--- src/flash_read_pkg.sv ---
// constants and types for the multi-lane flash read front end
// Function
// - fast read: opcode, address, eight idle clocks
// - output line meaningless during fast read idle
// - dual output read returns two bits per clock
// - dual and quad output reads wait eight clocks
// - quad output read returns four bits per clock
// - quad output read needs the permit bit
// - dual address read: address on two lanes
// - mode byte follows address, low nibble ignored
// - skip field 10 drops next opcode
// - other skip field values restore opcode decoding
// - quad address read: four lanes, four idles
// - quad address read needs the permit bit
// - wrap keeps output inside aligned page section
// - three-bit wrap setting: off bit, length
// - word quad read waits two idle clocks
// - word quad read needs permit bit
// - address advances by one per byte
// - reads ignored while device is busy
// - wrap setting resets to off, lengths 8-64
// - all-ones pattern leaves continuous read mode
package flash_read_pkg;
	// ==========================================================
	// instruction codes
	localparam logic [7:0] op_fast_read = 8'h0b;
	localparam logic [7:0] op_dual_out = 8'h3b;
	localparam logic [7:0] op_quad_out = 8'h6b;
	localparam logic [7:0] op_dual_io = 8'hbb;
	localparam logic [7:0] op_quad_io = 8'heb;
	localparam logic [7:0] op_word_quad = 8'he7;
	// ==========================================================
	// phase lengths in link clocks
	localparam logic [5:0] opcode_clocks = 6'h08;
	localparam logic [5:0] addr_clocks_single = 6'h18;
	localparam logic [5:0] addr_clocks_dual = 6'h0c;
	localparam logic [5:0] addr_clocks_quad = 6'h06;
	localparam logic [5:0] mode_clocks_dual = 6'h04;
	localparam logic [5:0] mode_clocks_quad = 6'h02;
	localparam logic [5:0] long_idle_clocks = 6'h08;
	localparam logic [5:0] quad_io_idle_clocks = 6'h04;
	localparam logic [5:0] word_idle_clocks = 6'h02;
	// ==========================================================
	// field values and reset values
	localparam logic [1:0] opcode_skip_value = 2'h2;
	localparam logic [1:0] opcode_skip_reset = 2'h0;
	localparam logic [2:0] wrap_setting_reset = 3'h1;
	localparam logic [7:0] wrap_max_mask = 8'h3f;
	localparam logic [5:0] sync_reset_value = 6'h20; // cs high, link clock at its low idle level
	// ==========================================================
	// frame phases
	typedef enum {st_idle, st_opcode, st_addr, st_mode, st_dummy, st_data, st_ignore} phase_type;
endpackage

--- src/pin_sync.sv ---
// two-stage synchroniser for pins arriving from outside the clock domain
`timescale 1ns/1ps
module pin_sync
	import flash_read_pkg::*;
#(
	parameter int width = 6,
	parameter logic [width-1:0] reset_value = '0
) (
	input wire logic sys_clk,
	input wire logic rst,
	input wire logic clk_en,
	input wire logic [width-1:0] pin_in,
	output logic [width-1:0] pin_out
);
	logic [width-1:0] stage_one;

	// first stage feeds only the second stage
	always_ff @(posedge sys_clk) begin
		if (rst) begin
			stage_one <= reset_value;
			pin_out <= reset_value;
		end else if (clk_en) begin
			stage_one <= pin_in;
			pin_out <= stage_one;
		end
	end
endmodule

--- src/flash_read_path.sv ---
// read-instruction front end: lane shifting, phase sequencing, wrap and continuous read
`timescale 1ns/1ps
module flash_read_path
	import flash_read_pkg::*;
(
	input wire logic sys_clk,
	input wire logic rst,
	input wire logic clk_en,
	input wire logic cs_n_pin,
	input wire logic sclk_pin,
	input wire logic [3:0] lane_in,
	output logic [3:0] lane_out,
	output logic [3:0] lane_oe_n,
	input wire logic four_lane_permit_bit,
	input wire logic busy,
	input wire logic wrap_load,
	input wire logic [2:0] wrap_value,
	output logic [2:0] wrap_setting,
	output logic continuous_mode,
	output logic [23:0] array_addr,
	output logic array_strobe,
	input wire logic [7:0] array_data
);
	// ==========================================================
	// pin sampling and edge finding
	logic [5:0] pin_s;
	logic sclk_prev;
	logic frame_start_ok;
	phase_type state, next_state;
	logic [5:0] cnt, next_cnt;
	logic [23:0] in_sr;
	logic [7:0] op;
	logic [7:0] out_sr;
	logic [3:0] out_left;
	logic drive_on;
	logic [1:0] opcode_skip_field;

	pin_sync #(.width(6), .reset_value(sync_reset_value)) u_sync (
		.sys_clk(sys_clk),
		.rst(rst),
		.clk_en(clk_en),
		.pin_in({cs_n_pin, sclk_pin, lane_in}),
		.pin_out(pin_s)
	);

	// all pins share one synchroniser so lanes stay aligned with the clock edge
	wire cs_n_s = pin_s[5];
	wire sclk_s = pin_s[4];
	wire [3:0] lanes_s = pin_s[3:0];
	wire rise = clk_en & sclk_s & ~sclk_prev;
	wire fall = clk_en & ~sclk_s & sclk_prev;
	wire frame_end = clk_en & cs_n_s & (state != st_idle);

	// ==========================================================
	// decode of the registered opcode
	wire is_fast = (op == op_fast_read);
	wire is_dual_out = (op == op_dual_out);
	wire is_dual_io = (op == op_dual_io);
	wire is_quad_io = (op == op_quad_io);
	wire is_word = (op == op_word_quad);
	wire has_mode = is_dual_io | is_quad_io | is_word;
	wire [2:0] addr_lanes = is_dual_io ? 3'h2 : ((is_quad_io | is_word) ? 3'h4 : 3'h1);
	wire [2:0] data_lanes = is_fast ? 3'h1 : ((is_dual_out | is_dual_io) ? 3'h2 : 3'h4);
	wire [5:0] addr_len = (addr_lanes == 3'h1) ? addr_clocks_single :
		((addr_lanes == 3'h2) ? addr_clocks_dual : addr_clocks_quad);
	wire [5:0] mode_len = is_dual_io ? mode_clocks_dual : mode_clocks_quad;
	wire [5:0] dummy_len = is_quad_io ? quad_io_idle_clocks :
		(is_word ? word_idle_clocks : (is_dual_io ? 6'h00 : long_idle_clocks));
	wire [3:0] byte_clocks = (data_lanes == 3'h1) ? 4'h8 : ((data_lanes == 3'h2) ? 4'h4 : 4'h2);
	wire [3:0] drive_mask = (data_lanes == 3'h1) ? 4'h2 : ((data_lanes == 3'h2) ? 4'h3 : 4'hf);

	// ==========================================================
	// shifting in: width follows the phase, msb first, top lane holds the msb
	wire multi_in = (state == st_addr) | (state == st_mode);
	wire [2:0] shift_w = multi_in ? addr_lanes : 3'h1;
	wire [23:0] in_next = (shift_w == 3'h1) ? {in_sr[22:0], lanes_s[0]} :
		((shift_w == 3'h2) ? {in_sr[21:0], lanes_s[1:0]} : {in_sr[19:0], lanes_s});
	wire [7:0] op_in = in_next[7:0];

	// the opcode is taken only if known, permitted and the device is idle
	wire in_quad = (op_in == op_quad_out) | (op_in == op_quad_io) | (op_in == op_word_quad);
	wire in_known = in_quad | (op_in == op_fast_read) | (op_in == op_dual_out) |
		(op_in == op_dual_io);
	wire accept = in_known & (~in_quad | four_lane_permit_bit) & ~busy;
	wire cont_quad = is_quad_io | is_word;
	assign frame_start_ok = ~busy & (~cont_quad | four_lane_permit_bit);

	// ==========================================================
	// phase length and completion
	wire [5:0] phase_len = (state == st_opcode) ? opcode_clocks :
		((state == st_addr) ? addr_len :
		((state == st_mode) ? mode_len : ((state == st_dummy) ? dummy_len : 6'h00)));
	wire phase_done = (cnt == phase_len - 6'h01);

	// ==========================================================
	// wrap within an aligned section of the page, else plain increment
	wire wrap_off_bit = wrap_setting[0];
	wire [1:0] wrap_length_field = wrap_setting[2:1];
	wire wrap_use = (is_quad_io | is_word) & ~wrap_off_bit;
	wire [7:0] wrap_mask8 = wrap_max_mask >> (2'h3 - wrap_length_field);
	wire [23:0] wrap_mask = {16'h0000, wrap_mask8};
	wire [23:0] addr_inc = array_addr + 24'h000001;
	wire [23:0] next_addr = wrap_use ? ((array_addr & ~wrap_mask) | (addr_inc & wrap_mask)) :
		addr_inc;

	// ==========================================================
	// output byte selection on the falling edge
	wire [7:0] byte_now = (out_left == 4'h0) ? array_data : out_sr;
	wire [3:0] lane_bits = (data_lanes == 3'h1) ? {2'h0, byte_now[7], 1'h0} :
		((data_lanes == 3'h2) ? {2'h0, byte_now[7:6]} : byte_now[7:4]);
	wire [7:0] out_shift = (data_lanes == 3'h1) ? {byte_now[6:0], 1'h0} :
		((data_lanes == 3'h2) ? {byte_now[5:0], 2'h0} : {byte_now[3:0], 4'h0});
	wire [3:0] next_left = ((out_left == 4'h0) ? byte_clocks : out_left) - 4'h1;

	// phase sequencing, one step per rising link edge
	always_comb begin
		next_state = state;
		next_cnt = cnt;
		case (state)
			st_idle: begin
				if (!cs_n_s) begin
					// continuous mode goes straight to the address
					next_state = continuous_mode ? (frame_start_ok ? st_addr : st_ignore) :
						st_opcode;
					next_cnt = 6'h00;
				end
			end
			st_opcode, st_addr, st_mode, st_dummy: begin
				if (rise) begin
					next_cnt = cnt + 6'h01;
					if (phase_done) begin
						next_cnt = 6'h00;
						if (state == st_opcode) begin
							next_state = accept ? st_addr : st_ignore;
						end else if (state == st_addr) begin
							next_state = has_mode ? st_mode : st_dummy;
						end else if (state == st_mode) begin
							next_state = (dummy_len == 6'h00) ? st_data : st_dummy;
						end else begin
							next_state = st_data;
						end
					end
				end
			end
			default: begin
				next_state = state;
			end
		endcase
		if (cs_n_s) begin
			next_state = st_idle;
		end
	end

	// state and counters; chip select high ends every frame
	always_ff @(posedge sys_clk) begin
		if (rst) begin
			state <= st_idle;
			cnt <= 6'h00;
			sclk_prev <= 1'b0;
		end else if (clk_en) begin
			state <= next_state;
			cnt <= next_cnt;
			sclk_prev <= sclk_s;
		end
	end

	// shift register, opcode and mode capture
	always_ff @(posedge sys_clk) begin
		if (rst) begin
			in_sr <= 24'h000000;
			op <= 8'h00;
			opcode_skip_field <= opcode_skip_reset;
		end else if (rise && multi_in | (rise && state == st_opcode)) begin
			in_sr <= in_next;
			if (state == st_opcode && phase_done) begin
				op <= op_in;
			end
			// all-ones pattern lands here and sets bit four, leaving the mode
			if (state == st_mode && phase_done) begin
				opcode_skip_field <= in_next[5:4];
			end
		end
	end

	assign continuous_mode = (opcode_skip_field == opcode_skip_value);

	// wrap setting: loaded by the wrap command decoder outside this block
	always_ff @(posedge sys_clk) begin
		if (rst) begin
			wrap_setting <= wrap_setting_reset;
		end else if (clk_en && wrap_load) begin
			wrap_setting <= wrap_value;
		end
	end

	// array address: loaded after the address phase, stepped per byte
	always_ff @(posedge sys_clk) begin
		if (rst) begin
			array_addr <= 24'h000000;
			array_strobe <= 1'b0;
		end else if (clk_en) begin
			array_strobe <= 1'b0;
			if (rise && state == st_addr && phase_done) begin
				array_addr <= in_next;
			end else if (fall && state == st_data && out_left == 4'h0) begin
				array_addr <= next_addr;
				array_strobe <= 1'b1;
			end
		end
	end

	// output lanes: lanes stay released during idle clocks so no stale bit is seen
	always_ff @(posedge sys_clk) begin
		if (rst) begin
			lane_out <= 4'h0;
			lane_oe_n <= 4'hf;
			out_sr <= 8'h00;
			out_left <= 4'h0;
			drive_on <= 1'b0;
		end else if (frame_end) begin
			lane_oe_n <= 4'hf;
			out_left <= 4'h0;
			drive_on <= 1'b0;
		end else if (fall && state == st_data) begin
			lane_out <= lane_bits;
			out_sr <= out_shift;
			out_left <= next_left;
			drive_on <= 1'b1;
			lane_oe_n <= ~drive_mask;
		end
	end

	// ==========================================================
	// checks
	logic [5:0] dummy_rises;
	always_ff @(posedge sys_clk) begin
		if (rst || state == st_idle) begin
			dummy_rises <= 6'h00;
		end else if (rise && state == st_dummy) begin
			dummy_rises <= dummy_rises + 6'h01;
		end
	end

	idle_released_a: assert property (@(posedge sys_clk) disable iff (rst)
		(state == st_dummy || state == st_addr) |-> lane_oe_n == 4'hf)
		else $error("lanes driven before data phase");
	single_lane_a: assert property (@(posedge sys_clk) disable iff (rst)
		(drive_on && is_fast) |-> lane_oe_n == 4'hd)
		else $error("fast read not on lane one alone");
	dual_lanes_a: assert property (@(posedge sys_clk) disable iff (rst)
		(drive_on && (is_dual_out || is_dual_io)) |-> lane_oe_n == 4'hc)
		else $error("dual read not on two lanes");
	quad_gate_a: assert property (@(posedge sys_clk) disable iff (rst)
		(rise && state == st_opcode && phase_done && in_quad && !four_lane_permit_bit
		&& !cs_n_s) |=> state == st_ignore)
		else $error("quad read taken without permit");
	busy_ignore_a: assert property (@(posedge sys_clk) disable iff (rst)
		(rise && state == st_opcode && phase_done && busy && !cs_n_s) |=> state == st_ignore)
		else $error("read taken while busy");
	idle_count_a: assert property (@(posedge sys_clk) disable iff (rst)
		($rose(state == st_data) && $past(state) == st_dummy) |-> dummy_rises == dummy_len)
		else $error("wrong number of idle clocks");
	skip_opcode_a: assert property (@(posedge sys_clk) disable iff (rst)
		($past(state) == st_idle && state != st_idle && continuous_mode) |-> state != st_opcode)
		else $error("opcode expected in continuous mode");
	need_opcode_a: assert property (@(posedge sys_clk) disable iff (rst)
		($past(state) == st_idle && state != st_idle && !$past(continuous_mode))
		|-> state == st_opcode)
		else $error("opcode skipped outside continuous mode");
	addr_step_a: assert property (@(posedge sys_clk) disable iff (rst)
		(array_strobe && !wrap_use) |-> array_addr == $past(array_addr) + 24'h000001)
		else $error("address did not step by one");
	wrap_section_a: assert property (@(posedge sys_clk) disable iff (rst)
		(array_strobe && wrap_use) |-> (array_addr & ~wrap_mask) ==
		($past(array_addr) & ~wrap_mask))
		else $error("wrap left its section");
	wrap_reset_a: assert property (@(posedge sys_clk)
		$past(rst) |-> wrap_setting == wrap_setting_reset)
		else $error("wrap setting not reset to off");
	msb_first_a: assert property (@(posedge sys_clk) disable iff (rst)
		($rose(drive_on) && data_lanes == 3'h4) |-> lane_out == $past(array_data[7:4]))
		else $error("first nibble not most significant");

	quad_io_data_c: cover property (@(posedge sys_clk) disable iff (rst)
		drive_on && is_quad_io);
	cont_frame_c: cover property (@(posedge sys_clk) disable iff (rst)
		$past(state) == st_idle && state == st_addr);
	wrap_step_c: cover property (@(posedge sys_clk) disable iff (rst)
		array_strobe && wrap_use && array_addr[2:0] == 3'h0);
	word_read_c: cover property (@(posedge sys_clk) disable iff (rst)
		drive_on && is_word);
endmodule

--- config.mk ---
export PLATFORM = sky130hd
export DESIGN_NAME = flash_read_path
export DESIGN_NICKNAME = d
export VERILOG_FILES = /design/src/flash_read_pkg.sv /design/src/pin_sync.sv /design/src/flash_read_path.sv
export SDC_FILE = /design/constraint.sdc
export NUM_CORES = 1
export LEC_CHECK = 0
export BUFFER_PORTS_ARGS = -buffer_cell sky130_fd_sc_hd__buf_2
export CAP_MARGIN = 20
export CORE_ASPECT_RATIO = 0.7
export CORE_MARGIN = 5
export CORE_UTILIZATION = 45
export DETAILED_ROUTE_END_ITERATION = 10
export PLACE_DENSITY = 0.66
export SLEW_MARGIN = 20
export SYNTH_ARGS = -nofsm -noshare
export SYNTH_HDL_FRONTEND = slang
export SYNTH_HIERARCHICAL = 1
export SYNTH_SLANG_ARGS = --single-unit
--- constraint.sdc ---
create_clock -name sys_clk -period 3.7 [get_ports sys_clk]
set_input_delay 0.37 -clock sys_clk [delete_from_list [all_inputs] [get_ports sys_clk]]
set_output_delay 0.37 -clock sys_clk [all_outputs]
set_load 0.05 [all_outputs]
# Word-level counts from Yosys, hierarchy flattened
# Cells that the tools add are included.
# totals
register_bits	132
# op_classes
n_addsub	5
n_eq_ne	32
shift	1
n_mux	48
bitwise	35
n_reduce_logical	24
# ops
cell	n
$mux W24	5
$eq A32 B2 Y1 const B	3
$eq A32 B3 Y1 const B	3
$mux W32	3
$eq A32 B4 Y1 const B	2
$pmux W32 S2	1
$eq A8 B8 Y1 const B	6
$mux W4	12
$mux W3	13
$eq A32 B1 Y1 const B	1
$logic_not A32 Y1	1
$reduce_bool A32 Y1	1
$add A24 B1 Y24 const B	1
$and A24 B24 Y24	1
$and A24 B8 Y24	1
$mux W8	3
$not A8 Y24	1
$or A24 B24 Y24	1
$mux W6	3
$eq A8 B4 Y1 const B	2
$eq A8 B6 Y1 const B	2
$mux W5	3
$or A1 B1 Y1	13
$pmux W6 S2	1
25 further kinds	62

# Logic depth before layout (Yosys ltp)
# depth
depth_word	22
mapped_depth	18
mapped_depth_nobuf	16

# Cells and area by module
# Netlist, hierarchy kept.
# by_module_without_submodules
module	n_inst	cells_per_inst	area_each_um2	seq_area_each_um2
flash_read_path	1	639	5146.2	1781.7
pin_sync	1	39	442.9	240.2

# Least setup slack after synthesis
# OpenSTA, ideal clock, no wires.
# synth_path
kind	register to register
from	register op[5]
to	register state[1]
setup_ns	0.071
arrival_time_ns	3.661
required_time_ns	3.629
slack_ns	-0.032
path_stages_with_launch	18
n_path_buf	2
cell_sequence	dfxtp_1 and4_1 nand3_1 buf_2 buf_1 nor2_1 nor2_1 nor2_1 a21oi_1 ha_1 xor2_1 nand2_1 nor2_1 nor4b_4 nand2_2 maj3_2 or4_1 a21oi_1
# synth_between
elab_chain_len	13
elab_cells_between_ends	31
classes_between	1 x add/sub; 7 x eq/ne; 19 x mux; 3 x bitwise; 1 x reduce/logical
# synth_lines
item	line_no	text
from (decl)	flash_read_path.sv:32	logic [7:0] op;
from (signal assigned)	flash_read_path.sv:176	op <= op_in;
$eq A8 B8 Y1, on equally long branches	flash_read_path.sv:59, flash_read_path.sv:60	
$or A1 B1 Y1	flash_read_path.sv:62	wire [2:0] addr_lanes = is_dual_io ? 3'h2 : ((is_quad_io | is_word) ? 3'h4 : 3'h1);
$mux W3 (2 in series)	flash_read_path.sv:62	
$eq A3 B2 Y1	flash_read_path.sv:65	((addr_lanes == 3'h2) ? addr_clocks_dual : addr_clocks_quad);
$mux W4	flash_read_path.sv:65	
$mux W5	flash_read_path.sv:64	wire [5:0] addr_len = (addr_lanes == 3'h1) ? addr_clocks_single :
$mux W5	flash_read_path.sv:91	((state == st_addr) ? addr_len :
$mux W5	flash_read_path.sv:90	wire [5:0] phase_len = (state == st_opcode) ? opcode_clocks :
$sub A5 B1 Y6	flash_read_path.sv:93	wire phase_done = (cnt == phase_len - 6'h01);
$eq A6 B6 Y1	flash_read_path.sv:93	
$ne A3 B2 Y1 (no line)	--	
$reduce_and A4 Y1 (no line)	--	
to (signal assigned)	flash_read_path.sv:157	state <= st_idle;
to (signal assigned)	flash_read_path.sv:161	state <= next_state;
to (decl)	flash_read_path.sv:29	phase_type state, next_state;
# Parallel ways exist; a longest one is shown, timed or not. The select of a mux whose other input is x is not followed.
# A chain may end at the register's enable or synchronous reset.

# Worst setup path after layout
# layout_path
from	register op[6]
to	register state[1]
# The elaborated chain is that of the path after synthesis.

==> flow_metrics.tcl <==
set metrics [dict create \
    htreeDepth 3 \
    cts_made_buffers 9 \
    met1_usage_pct 29.0 \
    r2r_slack_ns 0.21 \
    ys_types 65 \
    peakVddDrop_v 0.000246 \
    start_kind "flip-flop" \
    grt_pass1_vias 4648 \
    crit_fanout 6 \
    power.leakage_nw 2.55 \
    synth_top_area_share_pct 36.2 \
    yosysMostFrequentCell "dfxtp_1" \
    die_y_um 103 \
    areaGrowthSynthToFinish_pct 15.0 \
    nNetsFinal 758 \
    grt_max_degree 57 \
    synthCells 678 \
    synth_edf_count 0 \
    core_um2 12300 \
    crit_chain "xor2_1 > a2bb2oi_4 > nand2b_1 > nor2_1 > nor2_1 > nor2_1 > a21oi_1 > ha_1 > xor2_1 > nand2_1 > nor2_1 > nor4b_4 > nand2_2 > maj3_2 > or4_1 > a21oi_1" \
    path_depth 16 \
    ys.flop_type "dfxtp_1" \
    cp.buffers_inverters 0 \
    die_area_um2 14800 \
    ios 60 \
    drv_slew 0 \
    min_from "cs_n_pin" \
    syn_nets 705 \
    gp_congestion 0.879 \
    drc_errors 0 \
    grtUsageMet3_pct 3.81 \
    path_class "reg2reg" \
    worstPathArrival_ns 3.75 \
    use_met2_pct 29.7 \
    wl_per_cell_um 16.1 \
    r2r-end "state[1]$_SDFFE_PP0P_" \
    post-route-min-period_ns 3.49 \
    nFillCells 1106 \
    drt-pass1-iter-count 5 \
    busiest_layer "met2" \
    syn_area_per_cell_um2 8.24 \
    hold-path-endpoint "u_sync/stage_one[5]$_SDFFE_PP1P_" \
    clockBufferDepth 2 \
    ys_ff_latch 101 \
    placed_area_um2 6070 \
    antenna_left 0 \
    synthTopCellsByCount "dfxtp_1, nand2_1, nor2_1, mux2i_1, o21ai_0" \
    die_x_um 143 \
    synth-async-reset-ratio_pct 0 \
    crit_path_frequent_cell "nor2_1" \
    cp_top_family "simple AND/OR/NAND/NOR gates" \
    slowest_stage "or4_1" \
    hold_path.class "in2reg" \
    yosysWarnings 6 \
    hold_buffers 0 \
    vias_per_cell 5.59 \
    grt_antenna_before_repair 0 \
    max_clock_freq_mhz 287 \
    drv_cap 0 \
    grt_pass1_wl_mm 23.5 \
    portBuffers 59 \
    cts-root-buf "clkbuf_16" \
    finalNonFillerCells 897 \
    hold_path_depth 2 \
    setup_viol 0 \
    diodes 0 \
    path_clk_slew_ns 0.07 \
    grt_usage_pct 19.5 \
    drt_iter0_drc 417 \
    multi_input_area_um2 3370 \
    num_rows 34 \
    vias 5011 \
    status "complete, no violations" \
    worst_pin_slew_ns 1.07 \
    reg2reg_depth 16 \
    tritoncts "built" \
    synth_area_um2 5590 \
    ys_seq_area_share_pct 36.2 \
    clkLatencyLatePin_ns 0.35 \
    post-route-cell-area_um2 6430 \
    dp_cells 880 \
    tns_ns 0 \
    dp_hpwl_mm 10.3 \
    finalCritPeriodShare_pct 94.2 \
    end_kind "flip-flop" \
    finalWirelength_mm 14.4 \
    regArea_um2 2020 \
    slew_headroom_pct 28.4 \
    start_util_pct 45.5 \
    synth_top_area_cell "dfxtp_1" \
    power_density_nw_per_um2 336 \
    netlist_top_cells_area "dfxtp_1, mux2i_1, nand2_1, nor2_1, o21ai_0" \
    required_ns 3.97 \
    hold_viol 0 \
    slowest_delay_ns 0.46 \
    rr_startpoint "op[6]$_SDFFE_PP0P_" \
    rsz0062_at_grt "no" \
    drive_gt1_share_pct 18.5 \
    fin_worst_skew_ns 0.00772 \
    cts.sink_count 101 \
    grt_overflow 0 \
]
## worst reg2reg max path, cell delays in order (launching register included)
cell,delay [ns]
dfxtp_1,0.44
xor2_1,0.26
a2bb2oi_4,0.11
nand2b_1,0.20
nor2_1,0.14
nor2_1,0.05
nor2_1,0.08
a21oi_1,0.07
ha_1,0.32
xor2_1,0.16
nand2_1,0.09
nor2_1,0.09
nor4b_4,0.27
nand2_2,0.17
maj3_2,0.35
or4_1,0.46
a21oi_1,0.12
## layer usage
metal  vias to the layer above  wire length [µm]
li1                       2506                 -
met1                      2346              7410
met2                       145              6150
met3                        14               751
met4                         0               121
met5                         -                 0
## metrics by stage
step           total power [mW]  hold slack, ns  setup slack [ns]  util [%]
6_report                   2.16           0.233             0.213      52.3
5_1_grt                    2.23           0.232           0.00243      52.3
4_1_cts                    2.18           0.228            0.0699      51.8
3_5_place_dp               1.23           0.451             0.115      49.4
3_3_place_gp               1.23           0.429             0.276      49.4
2_1_floorplan              1.20           0.431             0.163         -
## what timing repair did
action | CTS | global route
buffers inserted | 0 | 1
resized for setup | 0 | 4
endpoints found under the setup margin | 0 | 24
## where the power goes
| group | total [mW] | internal (mW) | switching (mW) |
|---|---|---|---|
| Clock | 0.957 | 0.528 | 0.429 |
| Sequential | 1.10 | 1.10 | 0.00952 |
| Combinational | 0.100 | 0.0372 | 0.0629 |
| Total | 2.16 | 1.66 | 0.501 |
## registers in the layout, indices dropped and copies added (netlist names), 4 cells and up, named ones only
name	cells
op	8
u_sync/stage_one	6
array_addr	21
out_left	4
u_sync/pin_out	6
cnt	6
out_sr	7
lane_out	4
in_sr	23
## worst max-delay path by stage
stage	from	endpoint	slack [ns]
final	op[6]$_SDFFE_PP0P_	state[1]$_SDFFE_PP0P_	0.21
after global placement	op[4]$_SDFFE_PP0P_	state[1]$_SDFFE_PP0P_	0.28
after detailed placement	op[4]$_SDFFE_PP0P_	array_addr[23]$_SDFFE_PP0P_	0.12
after floorplan	op[5]$_SDFFE_PP0P_	state[1]$_SDFFE_PP0P_	0.16
after CTS	op[4]$_SDFFE_PP0P_	array_addr[23]$_SDFFE_PP0P_	0.07
after global routing	op[6]$_SDFFE_PP0P_	state[1]$_SDFFE_PP0P_	0.002
## layout by cell type, fill, tap and decap left out, types with 4 or more instances in the layout
master / instances
nor3_1: 15
nor2_1: 82
and2_1: 5
mux2_2: 6
and4_1: 4
nor4_1: 7
a211o_1: 4
or3_1: 4
xnor2_1: 18
nand4_1: 5
a211oi_1: 9
nor2b_1: 22
and3_1: 7
xor2_1: 9
nand2_1: 92
buf_4: 20
o22ai_1: 4
buf_2: 59
mux2i_1: 46
nand3_1: 14
a311oi_1: 5
o221ai_1: 4
nand2b_1: 13
ha_1: 4
a21oi_1: 39
a211oi_2: 12
inv_1: 7
o21ai_0: 46
dfxtp_1: 100
clkbuf_16: 10
## cells by family after synthesis
family,count (synthesis),synth area share (%)
XOR/XNOR,27,4.23
multiplexers,52,9.45
flip-flops,101,36.2
buffers and inverters,47,4.07
AND/OR/NAND/NOR,295,26.7
adder cells (fa/ha/maj),5,1.10
AO/OA/AOI/OAI,151,18.2
## area by class of cell
type,instances,share of cell area [%]
flip-flops and latches,101,31.5
repair buffers,82,7.94
clock buffers,9,3.50
inverters,7,0.409
clock inverters,6,1.13
multi-input cells,530,52.4
well taps,162,3.15
No activity file was read; power rests on OpenSTA's default activity.
